### config.mk
export PLATFORM = sky130hd
export DESIGN_NAME = dpg_ports
export DESIGN_NICKNAME = d
export VERILOG_FILES = /design/src/hdl/dpg_ports.v /design/src/hdl/dpg_reset_ctl.v
export VERILOG_INCLUDE_DIRS = /design/src /design/src/hdl
export SDC_FILE = /design/constraint.sdc
export NUM_CORES = 1
export LEC_CHECK = 0
export BUFFER_PORTS_ARGS = -buffer_cell sky130_fd_sc_hd__clkbuf_2
export CAP_MARGIN = 20
export CORE_ASPECT_RATIO = 1.2
export CORE_MARGIN = 4
export CORE_UTILIZATION = 52
export CTS_CLUSTER_DIAMETER = 120
export DETAILED_ROUTE_END_ITERATION = 16
export GPL_ROUTABILITY_DRIVEN = 0
export PLACE_DENSITY_LB_ADDON = 0.25
export SYNTH_ARGS = -nofsm -noshare
export SYNTH_HDL_FRONTEND = slang
export SYNTH_SLANG_ARGS = --single-unit
### constraint.sdc
create_clock -name clock -period 3.3 [get_ports clock]
set_input_delay 0.66 -clock clock [delete_from_list [all_inputs] [get_ports clock]]
set_output_delay 0.66 -clock clock [all_outputs]
set_load 0.03 [all_outputs]
### src/hdl/dpg_map.vh
// Register offsets, reset values and timing counts of the dual general-purpose port block.
`ifndef DPG_MAP_VH
`define DPG_MAP_VH
// ----------------------------------------------------------------
// Register byte offsets within the block
// ----------------------------------------------------------------
`define DPG_ADDR_W 6
`define DPG_OFF_BUS_DATA0 6'h11
`define DPG_OFF_BUS_DATA1 6'h13
`define DPG_OFF_BUS_DIR 6'h15
`define DPG_OFF_BUS_ASSIGN 6'h17
`define DPG_OFF_IRQ_DATA0 6'h19
`define DPG_OFF_IRQ_DATA1 6'h1b
`define DPG_OFF_IRQ_DIR 6'h1d
`define DPG_OFF_IRQ_ASSIGN 6'h1f
`define DPG_OFF_CONFIG 6'h21
`define DPG_OFF_STATUS 6'h23
// ----------------------------------------------------------------
// Reset values and strap positions
// ----------------------------------------------------------------
`define DPG_ASSIGN_ALL_ALT 8'hff
`define DPG_ASSIGN_ALL_IO 8'h00
`define DPG_DIR_RESET 8'h00
`define DPG_STRAP_BUS_BIT 8
`define DPG_STRAP_IRQ_BIT 9
// ----------------------------------------------------------------
// Reset pin stretch timing in output-clock cycles
// ----------------------------------------------------------------
`define DPG_RESET_HOLD_CYCLES 512
`define DPG_RESET_RELEASE_CYCLES 10
`endif

### src/hdl/dpg_ports.v
// Two eight-bit general-purpose ports with pin assignment, reset straps and register port.
`timescale 1ns/1ps
`include "dpg_map.vh"
// Contract
// - Data write latches; output pins drive latch.
// - Read gives pin for inputs, else latch.
// - Bus port latch at two aliases.
// - Irq port latch at two aliases.
// - Data latches keep contents through reset.
// - Direction one drives, zero is input.
// - Bus assign one selects bus control.
// - Bus assign bits map to bus signals.
// - Bus assign loads from strap bit 8.
// - Irq assign one selects alternate function.
// - Irq bits map to requests, clock mode.
// - Irq assign loads from strap bit 9.
// - Reset pin acts only on clock edges.
// - Synchronous reset waits for cycle end.
// - Asynchronous reset acts on any edge.
// - Reset overrides all, then configures.
// - Data straps pick boot width, pin functions.
// - Low straps swap chip selects for addresses.
// - Clock-mode strap picks clock source.
// - Breakpoint strap enables background debug.
// - Reset pin held 512 cycles after release.
module dpg_ports #(
    parameter HOLD_CYCLES = `DPG_RESET_HOLD_CYCLES,
    parameter RELEASE_CYCLES = `DPG_RESET_RELEASE_CYCLES
) (
    // Clock and reset
    input wire clock,
    input wire rst,
    // Register port
    input wire [`DPG_ADDR_W-1:0] reg_addr,
    input wire [15:0] reg_wdata,
    input wire reg_write,
    input wire reg_read,
    output reg [15:0] reg_rdata,
    // Reset pin and reset qualifiers
    input wire reset_pin_n_in,
    output reg reset_pin_n_out,
    output reg reset_pin_oe,
    input wire async_reset_kind,
    input wire bus_cycle_busy,
    output reg sys_reset,
    // Straps sampled during reset
    input wire [15:0] data_bus_in,
    input wire clock_source_select_pin,
    input wire breakpoint_pin,
    // Bus port pins
    input wire [7:0] bus_pin_in,
    output reg [7:0] bus_pin_out,
    output reg [7:0] bus_pin_oe,
    // Bus control functions routed to bus port pins, bit 7 down to 0:
    // transfer size hi, transfer size lo, address strobe, data strobe,
    // read-modify-write flag, autovector request, size ack hi, size ack lo.
    input wire [7:0] bus_ctl_out,
    input wire [7:0] bus_ctl_oe,
    output reg [7:0] bus_ctl_in,
    // Irq port pins
    input wire [7:0] irq_pin_in,
    output reg [7:0] irq_pin_out,
    output reg [7:0] irq_pin_oe,
    // Active-low interrupt requests 7 down to 1 from the irq port
    output reg [7:1] irq_request_n,
    // Captured configuration
    output reg boot_port_16bit,
    output reg chip_selects_0_2,
    output reg chip_selects_3_5,
    output reg [4:0] chip_select_keep,
    output reg use_internal_synth,
    output reg background_disabled
);
    // ----------------------------------------------------------------
    // Storage
    // ----------------------------------------------------------------
    reg [7:0] bus_data_reg;
    reg [7:0] bus_dir_reg;
    reg [7:0] bus_assign_reg;
    reg [7:0] irq_data_reg;
    reg [7:0] irq_dir_reg;
    reg [7:0] irq_assign_reg;
    wire sys_reset_w;
    wire pin_n_w;
    wire pin_oe_w;
    reg [15:0] rdata_next;

    // Pin read value: live pin for general I/O inputs, latch otherwise.
    function [7:0] port_read;
        input [7:0] latch;
        input [7:0] dir;
        input [7:0] assign_bits;
        input [7:0] pins;
        begin
            port_read = (pins & ~dir & ~assign_bits) | (latch & ~(~dir & ~assign_bits));
        end
    endfunction

    // ----------------------------------------------------------------
    // Reset controller
    // ----------------------------------------------------------------
    dpg_reset_ctl #(
        .HOLD_CYCLES(HOLD_CYCLES),
        .RELEASE_CYCLES(RELEASE_CYCLES)
    ) u_reset (
        .clock(clock),
        .rst(rst),
        .reset_pin_n_in(reset_pin_n_in),
        .reset_pin_n_out(pin_n_w),
        .reset_pin_oe(pin_oe_w),
        .async_reset_kind(async_reset_kind),
        .bus_cycle_busy(bus_cycle_busy),
        .sys_reset(sys_reset_w)
    );

    // Register the controller outputs so every port leaves a flip-flop.
    always @(posedge clock)
    begin
        if (rst)
        begin
            reset_pin_n_out <= 1'b0;
            reset_pin_oe <= 1'b1;
            sys_reset <= 1'b1;
        end
        else
        begin
            reset_pin_n_out <= pin_n_w;
            reset_pin_oe <= pin_oe_w;
            sys_reset <= sys_reset_w;
        end
    end

    // ----------------------------------------------------------------
    // Data latches: no reset, writable at any time
    // ----------------------------------------------------------------
    // Both aliases reach the same latch, also while a pin is alternate.
    always @(posedge clock)
    begin
        if (reg_write && (reg_addr == `DPG_OFF_BUS_DATA0 || reg_addr == `DPG_OFF_BUS_DATA1))
            bus_data_reg <= reg_wdata[7:0];
        if (reg_write && (reg_addr == `DPG_OFF_IRQ_DATA0 || reg_addr == `DPG_OFF_IRQ_DATA1))
            irq_data_reg <= reg_wdata[7:0];
    end

    // ----------------------------------------------------------------
    // Direction and assignment registers with strap loading
    // ----------------------------------------------------------------
    // While held in reset, assignment follows the data straps.
    always @(posedge clock)
    begin
        if (rst || sys_reset_w)
        begin
            bus_dir_reg <= `DPG_DIR_RESET;
            irq_dir_reg <= `DPG_DIR_RESET;
            bus_assign_reg <= `DPG_ASSIGN_ALL_IO;
            irq_assign_reg <= `DPG_ASSIGN_ALL_IO;
            if (!rst)
            begin
                bus_assign_reg <= data_bus_in[`DPG_STRAP_BUS_BIT] ? `DPG_ASSIGN_ALL_ALT : `DPG_ASSIGN_ALL_IO;
                irq_assign_reg <= data_bus_in[`DPG_STRAP_IRQ_BIT] ? `DPG_ASSIGN_ALL_ALT : `DPG_ASSIGN_ALL_IO;
            end
        end
        else if (reg_write)
        begin
            if (reg_addr == `DPG_OFF_BUS_DIR)
                bus_dir_reg <= reg_wdata[7:0];
            else if (reg_addr == `DPG_OFF_BUS_ASSIGN)
                bus_assign_reg <= reg_wdata[7:0];
            else if (reg_addr == `DPG_OFF_IRQ_DIR)
                irq_dir_reg <= reg_wdata[7:0];
            else if (reg_addr == `DPG_OFF_IRQ_ASSIGN)
                irq_assign_reg <= reg_wdata[7:0];
        end
    end

    // ----------------------------------------------------------------
    // Configuration straps
    // ----------------------------------------------------------------
    // Sampled every cycle of reset; the last sample before release stays.
    always @(posedge clock)
    begin
        if (rst)
        begin
            boot_port_16bit <= 1'b1;
            chip_selects_0_2 <= 1'b1;
            chip_selects_3_5 <= 1'b1;
            chip_select_keep <= 5'h1f;
            use_internal_synth <= 1'b1;
            background_disabled <= 1'b1;
        end
        else if (sys_reset_w)
        begin
            boot_port_16bit <= data_bus_in[0];
            chip_selects_0_2 <= data_bus_in[1];
            chip_selects_3_5 <= data_bus_in[2];
            // A low strap turns its own chip select and every lower one into address lines.
            chip_select_keep <= {data_bus_in[7],
                                 data_bus_in[7] & data_bus_in[6],
                                 data_bus_in[7] & data_bus_in[6] & data_bus_in[5],
                                 data_bus_in[7] & data_bus_in[6] & data_bus_in[5] & data_bus_in[4],
                                 data_bus_in[7] & data_bus_in[6] & data_bus_in[5] & data_bus_in[4] & data_bus_in[3]};
            use_internal_synth <= clock_source_select_pin;
            background_disabled <= breakpoint_pin;
        end
    end

    // ----------------------------------------------------------------
    // Pin drive and alternate-function routing
    // ----------------------------------------------------------------
    // Alternate bus pins take the bus control drive, alternate irq pins are undriven; direction and latch are ignored.
    always @(posedge clock)
    begin
        if (rst || sys_reset_w)
        begin
            bus_pin_out <= 8'h00;
            bus_pin_oe <= 8'h00;
            irq_pin_out <= 8'h00;
            irq_pin_oe <= 8'h00;
            bus_ctl_in <= 8'hff;
            irq_request_n <= 7'h7f;
        end
        else
        begin
            bus_pin_out <= (bus_assign_reg & bus_ctl_out) | (~bus_assign_reg & bus_data_reg);
            bus_pin_oe <= (bus_assign_reg & bus_ctl_oe) | (~bus_assign_reg & bus_dir_reg);
            bus_ctl_in <= bus_pin_in | ~bus_assign_reg;
            irq_pin_out <= ~irq_assign_reg & irq_data_reg;
            irq_pin_oe <= ~irq_assign_reg & irq_dir_reg;
            // Bit 0 is the clock-mode input and has no use once running.
            irq_request_n <= irq_pin_in[7:1] | ~irq_assign_reg[7:1];
        end
    end

    // ----------------------------------------------------------------
    // Register read port
    // ----------------------------------------------------------------
    // Address decode; unmapped addresses read as zero.
    always @*
    begin
        rdata_next = 16'h0000;
        if (reg_addr == `DPG_OFF_BUS_DATA0 || reg_addr == `DPG_OFF_BUS_DATA1)
            rdata_next[7:0] = port_read(bus_data_reg, bus_dir_reg, bus_assign_reg, bus_pin_in);
        else if (reg_addr == `DPG_OFF_BUS_DIR)
            rdata_next[7:0] = bus_dir_reg;
        else if (reg_addr == `DPG_OFF_BUS_ASSIGN)
            rdata_next[7:0] = bus_assign_reg;
        else if (reg_addr == `DPG_OFF_IRQ_DATA0 || reg_addr == `DPG_OFF_IRQ_DATA1)
            rdata_next[7:0] = port_read(irq_data_reg, irq_dir_reg, irq_assign_reg, irq_pin_in);
        else if (reg_addr == `DPG_OFF_IRQ_DIR)
            rdata_next[7:0] = irq_dir_reg;
        else if (reg_addr == `DPG_OFF_IRQ_ASSIGN)
            rdata_next[7:0] = irq_assign_reg;
        else if (reg_addr == `DPG_OFF_CONFIG)
            rdata_next[9:0] = {background_disabled, use_internal_synth, chip_select_keep,
                               chip_selects_3_5, chip_selects_0_2, boot_port_16bit};
        else if (reg_addr == `DPG_OFF_STATUS)
            rdata_next[1:0] = {reset_pin_oe, sys_reset};
    end

    // Read data stands in the cycle after the strobe only.
    always @(posedge clock)
    begin
        if (rst)
            reg_rdata <= 16'h0000;
        else if (reg_read)
            reg_rdata <= rdata_next;
        else
            reg_rdata <= 16'h0000;
    end
endmodule

### src/hdl/dpg_reset_ctl.v
// Reset capture, bus-cycle deferral and reset pin stretching for the port block.
`timescale 1ns/1ps
`include "dpg_map.vh"
module dpg_reset_ctl #(
    parameter HOLD_CYCLES = `DPG_RESET_HOLD_CYCLES,
    parameter RELEASE_CYCLES = `DPG_RESET_RELEASE_CYCLES
) (
    // Clock and power-up reset
    input wire clock,
    input wire rst,
    // Reset pin, sampled level and drive
    input wire reset_pin_n_in,
    output reg reset_pin_n_out,
    output reg reset_pin_oe,
    // Reset kind and bus-cycle boundary
    input wire async_reset_kind,
    input wire bus_cycle_busy,
    // Internal reset level to the block
    output reg sys_reset
);
    localparam ST_RUN = 2'd0;
    localparam ST_HOLD = 2'd1;
    localparam ST_FLOAT = 2'd2;
    reg [1:0] state_reg;
    reg [9:0] count_reg;
    // Reset pin is only seen on clock edges; no clock means no reset.
    always @(posedge clock)
    begin
        if (rst)
        begin
            state_reg <= ST_HOLD;
            count_reg <= 10'h000;
            sys_reset <= 1'b1;
            reset_pin_n_out <= 1'b0;
            reset_pin_oe <= 1'b1;
        end
        else
        begin
            case (state_reg)
                ST_RUN:
                begin
                    // A catastrophic reset acts at once; otherwise wait for the cycle end.
                    if (!reset_pin_n_in && (async_reset_kind || !bus_cycle_busy))
                    begin
                        state_reg <= ST_HOLD;
                        count_reg <= 10'h000;
                        sys_reset <= 1'b1;
                        reset_pin_oe <= 1'b1;
                    end
                end
                ST_HOLD:
                begin
                    // Keep the pin low while held externally, then a further fixed count.
                    if (!reset_pin_n_in)
                        count_reg <= 10'h000;
                    else if (count_reg == HOLD_CYCLES[9:0] - 10'h001)
                    begin
                        state_reg <= ST_FLOAT;
                        count_reg <= 10'h000;
                        reset_pin_oe <= 1'b0;
                    end
                    else
                        count_reg <= count_reg + 10'h001;
                end
                default:
                begin
                    // Let the pin float, then test it once before leaving reset.
                    if (count_reg == RELEASE_CYCLES[9:0] - 10'h001)
                    begin
                        count_reg <= 10'h000;
                        if (reset_pin_n_in)
                        begin
                            state_reg <= ST_RUN;
                            sys_reset <= 1'b0;
                        end
                        else
                        begin
                            state_reg <= ST_HOLD;
                            reset_pin_oe <= 1'b1;
                        end
                    end
                    else
                        count_reg <= count_reg + 10'h001;
                end
            endcase
        end
    end
endmodule

==> flow_summary_export.csv, run 1 <==
group,metric,value,unit
outcome,status,"finished clean",
finish,final_cell_mix,"clkbuf_2, dfxtp_1, mux2i_1, nor2_1, edfxtp_1",
floorplanning,dieArea,12350,um2
sta,finalCritPeriodShare,0.6589,
sta,fin_worst_skew,0.005832,ns
logic_synthesis,synth-seq-area-share,0.5322,
finish,diodes,0,
clock_tree,root_buffer,"clkbuf_16",
floorplanning,core-area,10210,um2
sta,finalHoldViolCount,0,
clock_tree,clockBufferDepth,2,
sta,clock.fmax,459.9,MHz
logic_synthesis,synth.distinct_cells,55,
worst_setup_path,crit_type,"in2reg",
global_route,antenna_found_initial,0,
sta,fin_crit,2.174,ns
finish,layout_commonest_cell,"clkbuf_2",
logic_synthesis,yosys_warnings,0,
finish,n_fill_cell,815,
floorplanning,boundaryPins,155,
worst_setup_path,cp-startpoint,"reg_addr[3]",
finish,utilization,0.6778,
sta,setup_tns,0,ns
worst_setup_path,cp_data_arrival_time,2.44,ns
power,power.leakage,2.800,nW
global_route,track_usage,0.2444,
worst_setup_path,r2r-end,"u_reset.reset_pin_oe$_SDFFE_PP1P_",
logic_synthesis,synth_ff_type,"dfxtp_1",
worst_setup_path,crit_path_max_incr_delay,0.74,ns
route,first_pass_iters,5,
clock_tree,clk_latency,0.42,ns
clock_tree,ctsResizeCount,0,
finish,regArea,2943,um2
placement,dp_hpwl,10480,um
clock_tree,cts_tree,"done",
worst_setup_path,critPathCaptureType,"flip-flop",
worst_setup_path,cp_slowest_cell,"o311ai_0",
worst_setup_path,rrSetupSlack,1.41,ns
power,power.density,563.9,nW/um2
route,wl_per_cell,18.37,um
worst_setup_path,crit_chain,"clkbuf_2 -> nand2_1 -> nor2_1 -> o311ai_0 -> a31oi_1",
global_route,grt_first_pass_wirelength,22940,um
sta,setup_viol,0,
worst_setup_path,r2r_start,"u_reset.count_reg[0]$_SDFFE_PP0P_",
worst_setup_path,required,3.57,ns
worst_setup_path,cp-endpoint,"reg_rdata[4]$_SDFF_PP0_",
clock_tree,cts.sinks,131,
global_route,grt-ovfl-total,0,
min_path,min-delay-start,"bus_pin_in[6]",
route,drc_errors,0,
global_route,grt_max_degree,28,
logic_synthesis,synthCells,529,
finish,fin_nets,745,
route,wirelength,14750,um
worst_setup_path,critPathMaxFanout,16,
power,irDropWorstVdd,336.9,uV
floorplanning,initial_utilization,0.5415,
global_route,grt_pass1_vias,4514,
finish,multi_input_area,2389,um2
placement,portBuffers,133,
clock_tree,cts_buffers,17,
logic_synthesis,syn_avg_cell_area,10.45,um2
route,ant_nets,0,
worst_setup_path,critPathLaunchType,"input port",
placement,dp_cells,771,
logic_synthesis,synth_edf_count,32,
sta,worst_slew_pin_slew,0.8418,ns
finish,instances_no_fill,803,
route,viasPerCell,5.796,
min_path,min_path_type,"in2reg",
logic_synthesis,netlist_area,5529,um2
route,vias,4654,
route,drt_first_iter_violations,303,
run,drv_cap,0,
sta,max_slew_margin,0.4367,
clock_tree,cts_max_level,4,
sta,drv_slew,0,
finish,drive_above_1_share,0.2984,
clock_tree,post_cts_buffers,0,
finish,syn_to_final_growth,25.16,%
clock_tree,cts-hold-fix-buffers,0,
logic_synthesis,ys_seq_elements,131,
floorplanning,fp.dieW,102.1,um
logic_synthesis,synthArstFlopShare,0,
clock_tree,path_clk_slew,0.06,ns
floorplanning,num_rows,40,
sta,rsz0062_at_grt,"no",
sta,hold_ws,0.4432,ns
worst_setup_path,rr_worst_depth,4,
floorplanning,die_h,121.0,um
worst min-delay path by stage:
stage | end | slack, ns | depth (start not counted)
2_1_floorplan | reset_pin_oe$_SDFF_PP1_ | 0.42 | 1
3_3_place_gp | reset_pin_oe$_SDFF_PP1_ | 0.43 | 1
3_5_place_dp | reset_pin_oe$_SDFF_PP1_ | 0.44 | 1
4_1_cts | bus_ctl_in[4]$_SDFF_PN1_ | 0.43 | 2
5_1_grt | irq_request_n[3]$_SDFF_PN1_ | 0.44 | 2
6_report | bus_ctl_in[6]$_SDFF_PN1_ | 0.44 | 2
final cells by class:
cell class / instances / area share
Sequential cell: 131 / 0.4252
Clock buffer: 22 / 0.07630
Clock inverter: 10 / 0.01645
Inverter: 11 / 0.005966
Tap cell: 126 / 0.02278
Timing Repair Buffer: 144 / 0.1081
Multi-Input combinational cell: 359 / 0.3451
cell usage after synthesis (all sizes together) (2+ instances only):
| library cell | instances | area share |
|---|---|---|
| nand2 | 23 | 0.016 |
| nor3 | 15 | 0.016 |
| dfxtp | 99 | 0.36 |
| mux2i | 51 | 0.092 |
| buf | 16 | 0.020 |
| nor4b | 5 | 0.0079 |
| o311ai | 6 | 0.0095 |
| or3b | 9 | 0.014 |
| or2 | 3 | 0.0034 |
| a31o | 2 | 0.0032 |
| a31oi | 5 | 0.0057 |
| nor2 | 50 | 0.034 |
| o221ai | 6 | 0.0095 |
| o31ai | 7 | 0.0095 |
| nor2b | 3 | 0.0034 |
| a41o | 2 | 0.0038 |
| nand3 | 10 | 0.011 |
| nand3b | 17 | 0.023 |
| inv | 11 | 0.0075 |
| clkbuf | 18 | 0.012 |
| a211oi | 2 | 0.0027 |
| mux2 | 6 | 0.012 |
| or3 | 5 | 0.0059 |
| o32ai | 3 | 0.0048 |
| ha | 2 | 0.0045 |
| o21ai | 25 | 0.023 |
| edfxtp | 32 | 0.17 |
| and3 | 4 | 0.0054 |
| nor4 | 3 | 0.0034 |
| nand4 | 8 | 0.0091 |
| and2 | 3 | 0.0034 |
| a21oi | 30 | 0.027 |
| nand2b | 14 | 0.016 |
| or4 | 7 | 0.010 |
| nor3b | 17 | 0.023 |
stage by stage:
| step | area (um2) | total power, mW | worst slack [ns] |
|---|---|---|---|
| floorplan | 5552 | 1.858 | 0.7985 |
| finish | 6920 | 3.903 | 1.126 |
| global placement | 6279 | 1.938 | 0.8369 |
| global route | 6920 | 4.018 | 1.092 |
| detailed placement | 6279 | 1.942 | 0.8051 |
| CTS | 6920 | 3.916 | 1.219 |
power breakdown:
part	total [mW]	switching, mW	internal, mW
combinational	0.219	0.131	0.0875
sequential	1.70	0.0277	1.67
clock	1.99	0.702	1.29
critical path: cells and delay by family:
| family | cells | cell delay, ns |
|---|---|---|
| AOI/OAI and AO/OA | 2 | 0.91 |
| and+or+nand+nor | 2 | 0.66 |
| buffers and inverters | 1 | 0.21 |
per-layer routing:
metal	up-vias	wire [um]	track usage
li1	2221	-	-
met1	2153	5629	0.2828
met2	231	7348	0.4089
met3	49	1203	0.07016
met4	0	573	0.1198
met5	-	0	0
kinds of logic after synthesis:
| group | synth area share |
|---|---|
| mux | 0.1045 |
| other cells | 0.0006782 |
| fa+ha+maj | 0.004525 |
| buf+inv | 0.03983 |
| simple gates | 0.2084 |
| compound gates | 0.1098 |
| flops | 0.5322 |
(Power assumes the default switching activity.)
==> run 2: changes to the inputs <==
- ABC_AREA: default -> 1
- CORE_UTILIZATION: 52 -> 46
- clock period: 3.3 -> 2 ns (I/O delays scaled with it)
==> run 2 against run 1 <==
Routed wire length shrank 8.5%. Final area down 3.3%. Highest routed layer unchanged. Area after synthesis fell by 4.5%. Sequential power rose by 76%. Cell count increased by 18%. Setup slack lost 0.79 ns. Combinational power rose to 4.7 times the previous value. Flip-flop and latch count is the same. Clock skew rose by 0.0020 ns.
==> flow_summary_export.csv, run 2 <==
group,metric,value,unit
outcome,status,"finished clean",
finish,final_cell_mix,"clkbuf_2, nand2_1, dfxtp_1, o21ai_0",
route,vias,4759,
logic_synthesis,synth_top_area_cell,"dfxtp_1",
logic_synthesis,synth_top_area_frac,0.3753,
logic_synthesis,synth_mux_area_frac,0,
logic_synthesis,synth-seq-area-share,0.5572,
finish,diodes,0,
worst_setup_path,crit_type,"reg2reg",
sta,clock.fmax,600.4,MHz
finish,n_fill_cell,1061,
logic_synthesis,synth-compound-area-share,0.1476,
logic_synthesis,synth_ff_type,"dfxtp_1",
logic_synthesis,synthCells,633,
logic_synthesis,synth_top_family_by_area,"simple AND/OR/NAND/NOR gates",
power,combPwrFrac,0.150,
floorplanning,fp.dieW,105.8,um
global_route,track_usage,0.2068,
logic_synthesis,syn_avg_cell_area,8.343,um2
logic_synthesis,synth_edf_count,32,
sta,hold_ws,0.1962,ns
route,drt_first_iter_violations,338,
run,drv_cap,0,
power,clock_power_share,0.409,
global_route,grt_max_degree,40,
power,swShare,0.2786,
route,ant_nets,0,
clock_tree,root_buffer,"clkbuf_16",
power,power.leakage,2.931,nW
min_path,min_path_type,"in2reg",
global_route,grt_pass1_vias,4547,
floorplanning,boundaryPins,155,
clock_tree,ctsResizeCount,0,
floorplanning,initial_utilization,0.4741,
finish,layout_commonest_cell,"clkbuf_2",
logic_synthesis,ys_top_cells_by_area,"dfxtp_1, edfxtp_1, o21ai_0",
worst_setup_path,critPathCaptureType,"flip-flop",
floorplanning,dieArea,13270,um2
sta,setup_viol,0,
worst_setup_path,critPathLaunchType,"flip-flop",
clock_tree,cts_max_level,4,
clock_tree,cts_buffers,17,
power,power.density,1014,nW/um2
logic_synthesis,synth.distinct_cells,34,
clock_tree,post_cts_buffers,0,
worst_setup_path,cp_data_arrival_time,1.95,ns
placement,dp_cells,919,
power,power.switching,1.891,mW
placement,placedInstanceArea,6152,um2
finish,fin_nets,865,
clock_tree,path_clk_slew,0.06,ns
logic_synthesis,synthTopCellsByCount,"nand2_1, dfxtp_1, o21ai_0",
route,first_pass_iters,5,
floorplanning,core-area,11140,um2
clock_tree,clk_latency,0.41,ns
global_route,grt_first_pass_wirelength,21760,um
route,drc_errors,0,
power,p_int,4.898,mW
logic_synthesis,synth_xor_area_frac,0.001658,
worst_setup_path,critPathMaxFanout,5,
finish,multi_input_area,1964,um2
worst_setup_path,required,2.29,ns
logic_synthesis,yosysMostFrequentCell,"nand2_1",
sta,fin_crit,1.666,ns
power,irDropWorstVdd,582.1,uV
finish,drive_above_1_share,0.2409,
logic_synthesis,synth_adder_area_share,0.004738,
finish,regArea,2943,um2
route,viasPerCell,5.004,
placement,portBuffers,133,
placement,dp_hpwl,10160,um
clock_tree,cts.sinks,131,
finish,syn_to_final_growth,26.72,%
sta,setup_tns,0,ns
logic_synthesis,netlist_area,5281,um2
global_route,grt-ovfl-total,0,
power,power_frac_seq,0.441,
logic_synthesis,ys_seq_elements,131,
sta,finalHoldViolCount,0,
finish,fin_area,6693,um2
power,p_total,6.789,mW
clock_tree,clockBufferDepth,2,
logic_synthesis,yosys.area_share.simple,0.2116,
sta,fin_worst_skew,0.007840,ns
sta,drv_slew,0,
logic_synthesis,yosys_warnings,0,
sta,rsz0062_at_grt,"no",
clock_tree,cts_tree,"done",
finish,instances_no_fill,951,
route,wl_per_cell,14.20,um
route,wirelength,13500,um
clock_tree,cts-hold-fix-buffers,0,
floorplanning,die_h,125.4,um
logic_synthesis,synthArstFlopShare,0,
global_route,antenna_found_initial,0,
floorplanning,num_rows,42,
sta,finalCritPeriodShare,0.8328,
[run 2: path summary, 6_finish.rpt]
path | start | to | slack (ns) | depth (start not counted)
worst max-delay path | u_reset.count_reg[0]$_SDFFE_PP0P_ | u_reset.reset_pin_oe$_SDFFE_PP1P_ | 0.33 | 10
worst min-delay path | bus_pin_in[6] | bus_ctl_in[6]$_SDFF_PN1_ | 0.20 | 3
worst max register to register | u_reset.count_reg[0]$_SDFFE_PP0P_ | u_reset.reset_pin_oe$_SDFFE_PP1P_ | 0.33 | 10
worst min register to register | background_disabled$_SDFFE_PP1P_ | reg_rdata[9]$_SDFF_PP0_ | 0.46 | 2
[run 2: cell type report]
| cell class | count | share of cell area |
|---|---|---|
| multi-input combinational | 410 | 0.2935 |
| sequential | 131 | 0.4397 |
| inverter | 79 | 0.04431 |
| tap | 154 | 0.02879 |
| clock buffer | 21 | 0.07198 |
| timing repair buffer | 145 | 0.1129 |
| clock inverter | 11 | 0.008787 |
[run 2: power by group through the flow]
| stage | registers [mW] | clock network [mW] | logic (mW) |
|---|---|---|---|
| 2_1_floorplan | 3.08 | 0 | 0.652 |
| 3_3_place_gp | 3.04 | 0 | 0.983 |
| 3_5_place_dp | 3.05 | 0 | 1.02 |
| 4_1_cts | 2.99 | 2.81 | 1.02 |
| 5_1_grt | 3.01 | 2.97 | 1.17 |
| 6_report | 2.99 | 2.78 | 1.02 |
[run 2: cell families (layout without fill, tap and decap cells)]
| group | after synthesis | after routing |
|---|---|---|
| adders and majority gates | 2 | 2 |
| and+or+nand+nor | 252 | 252 |
| other | 1 | 7 |
| buffers and inverters | 98 | 256 |
| xor gates and xnor gates | 1 | 1 |
| DFF | 131 | 131 |
| AOI/OAI and AO/OA | 148 | 148 |
[run 2: worst max-delay path, stage by stage, from the launching register on]
cell	delay (ns)
dfxtp_1	0.39
ha_1	0.18
nand2_1	0.08
nor2_1	0.22
nand3_1	0.13
nand2_1	0.07
nand2_1	0.06
nor2_1	0.20
nand2_1	0.08
nand2_1	0.07
nand3_1	0.06
[run 2: metal layers]
layer	wire, um	vias to the layer above	GRT usage	part of all wire
li1	-	2385	-	-
met1	5395	2201	0.2376	0.40
met2	7097	154	0.3709	0.53
met3	778	19	0.05722	0.058
met4	229	0	0.06555	0.017
met5	0	-	0	0
[run 2: stage by stage]
stage,setup slack [ns],utilization
after floorplan,0.1766,-
after global placement,0.3073,0.5522
after detailed placement,0.2528,0.5522
after CTS,0.3302,0.6007
after global routing,0.04199,0.6007
final,0.3343,0.6007
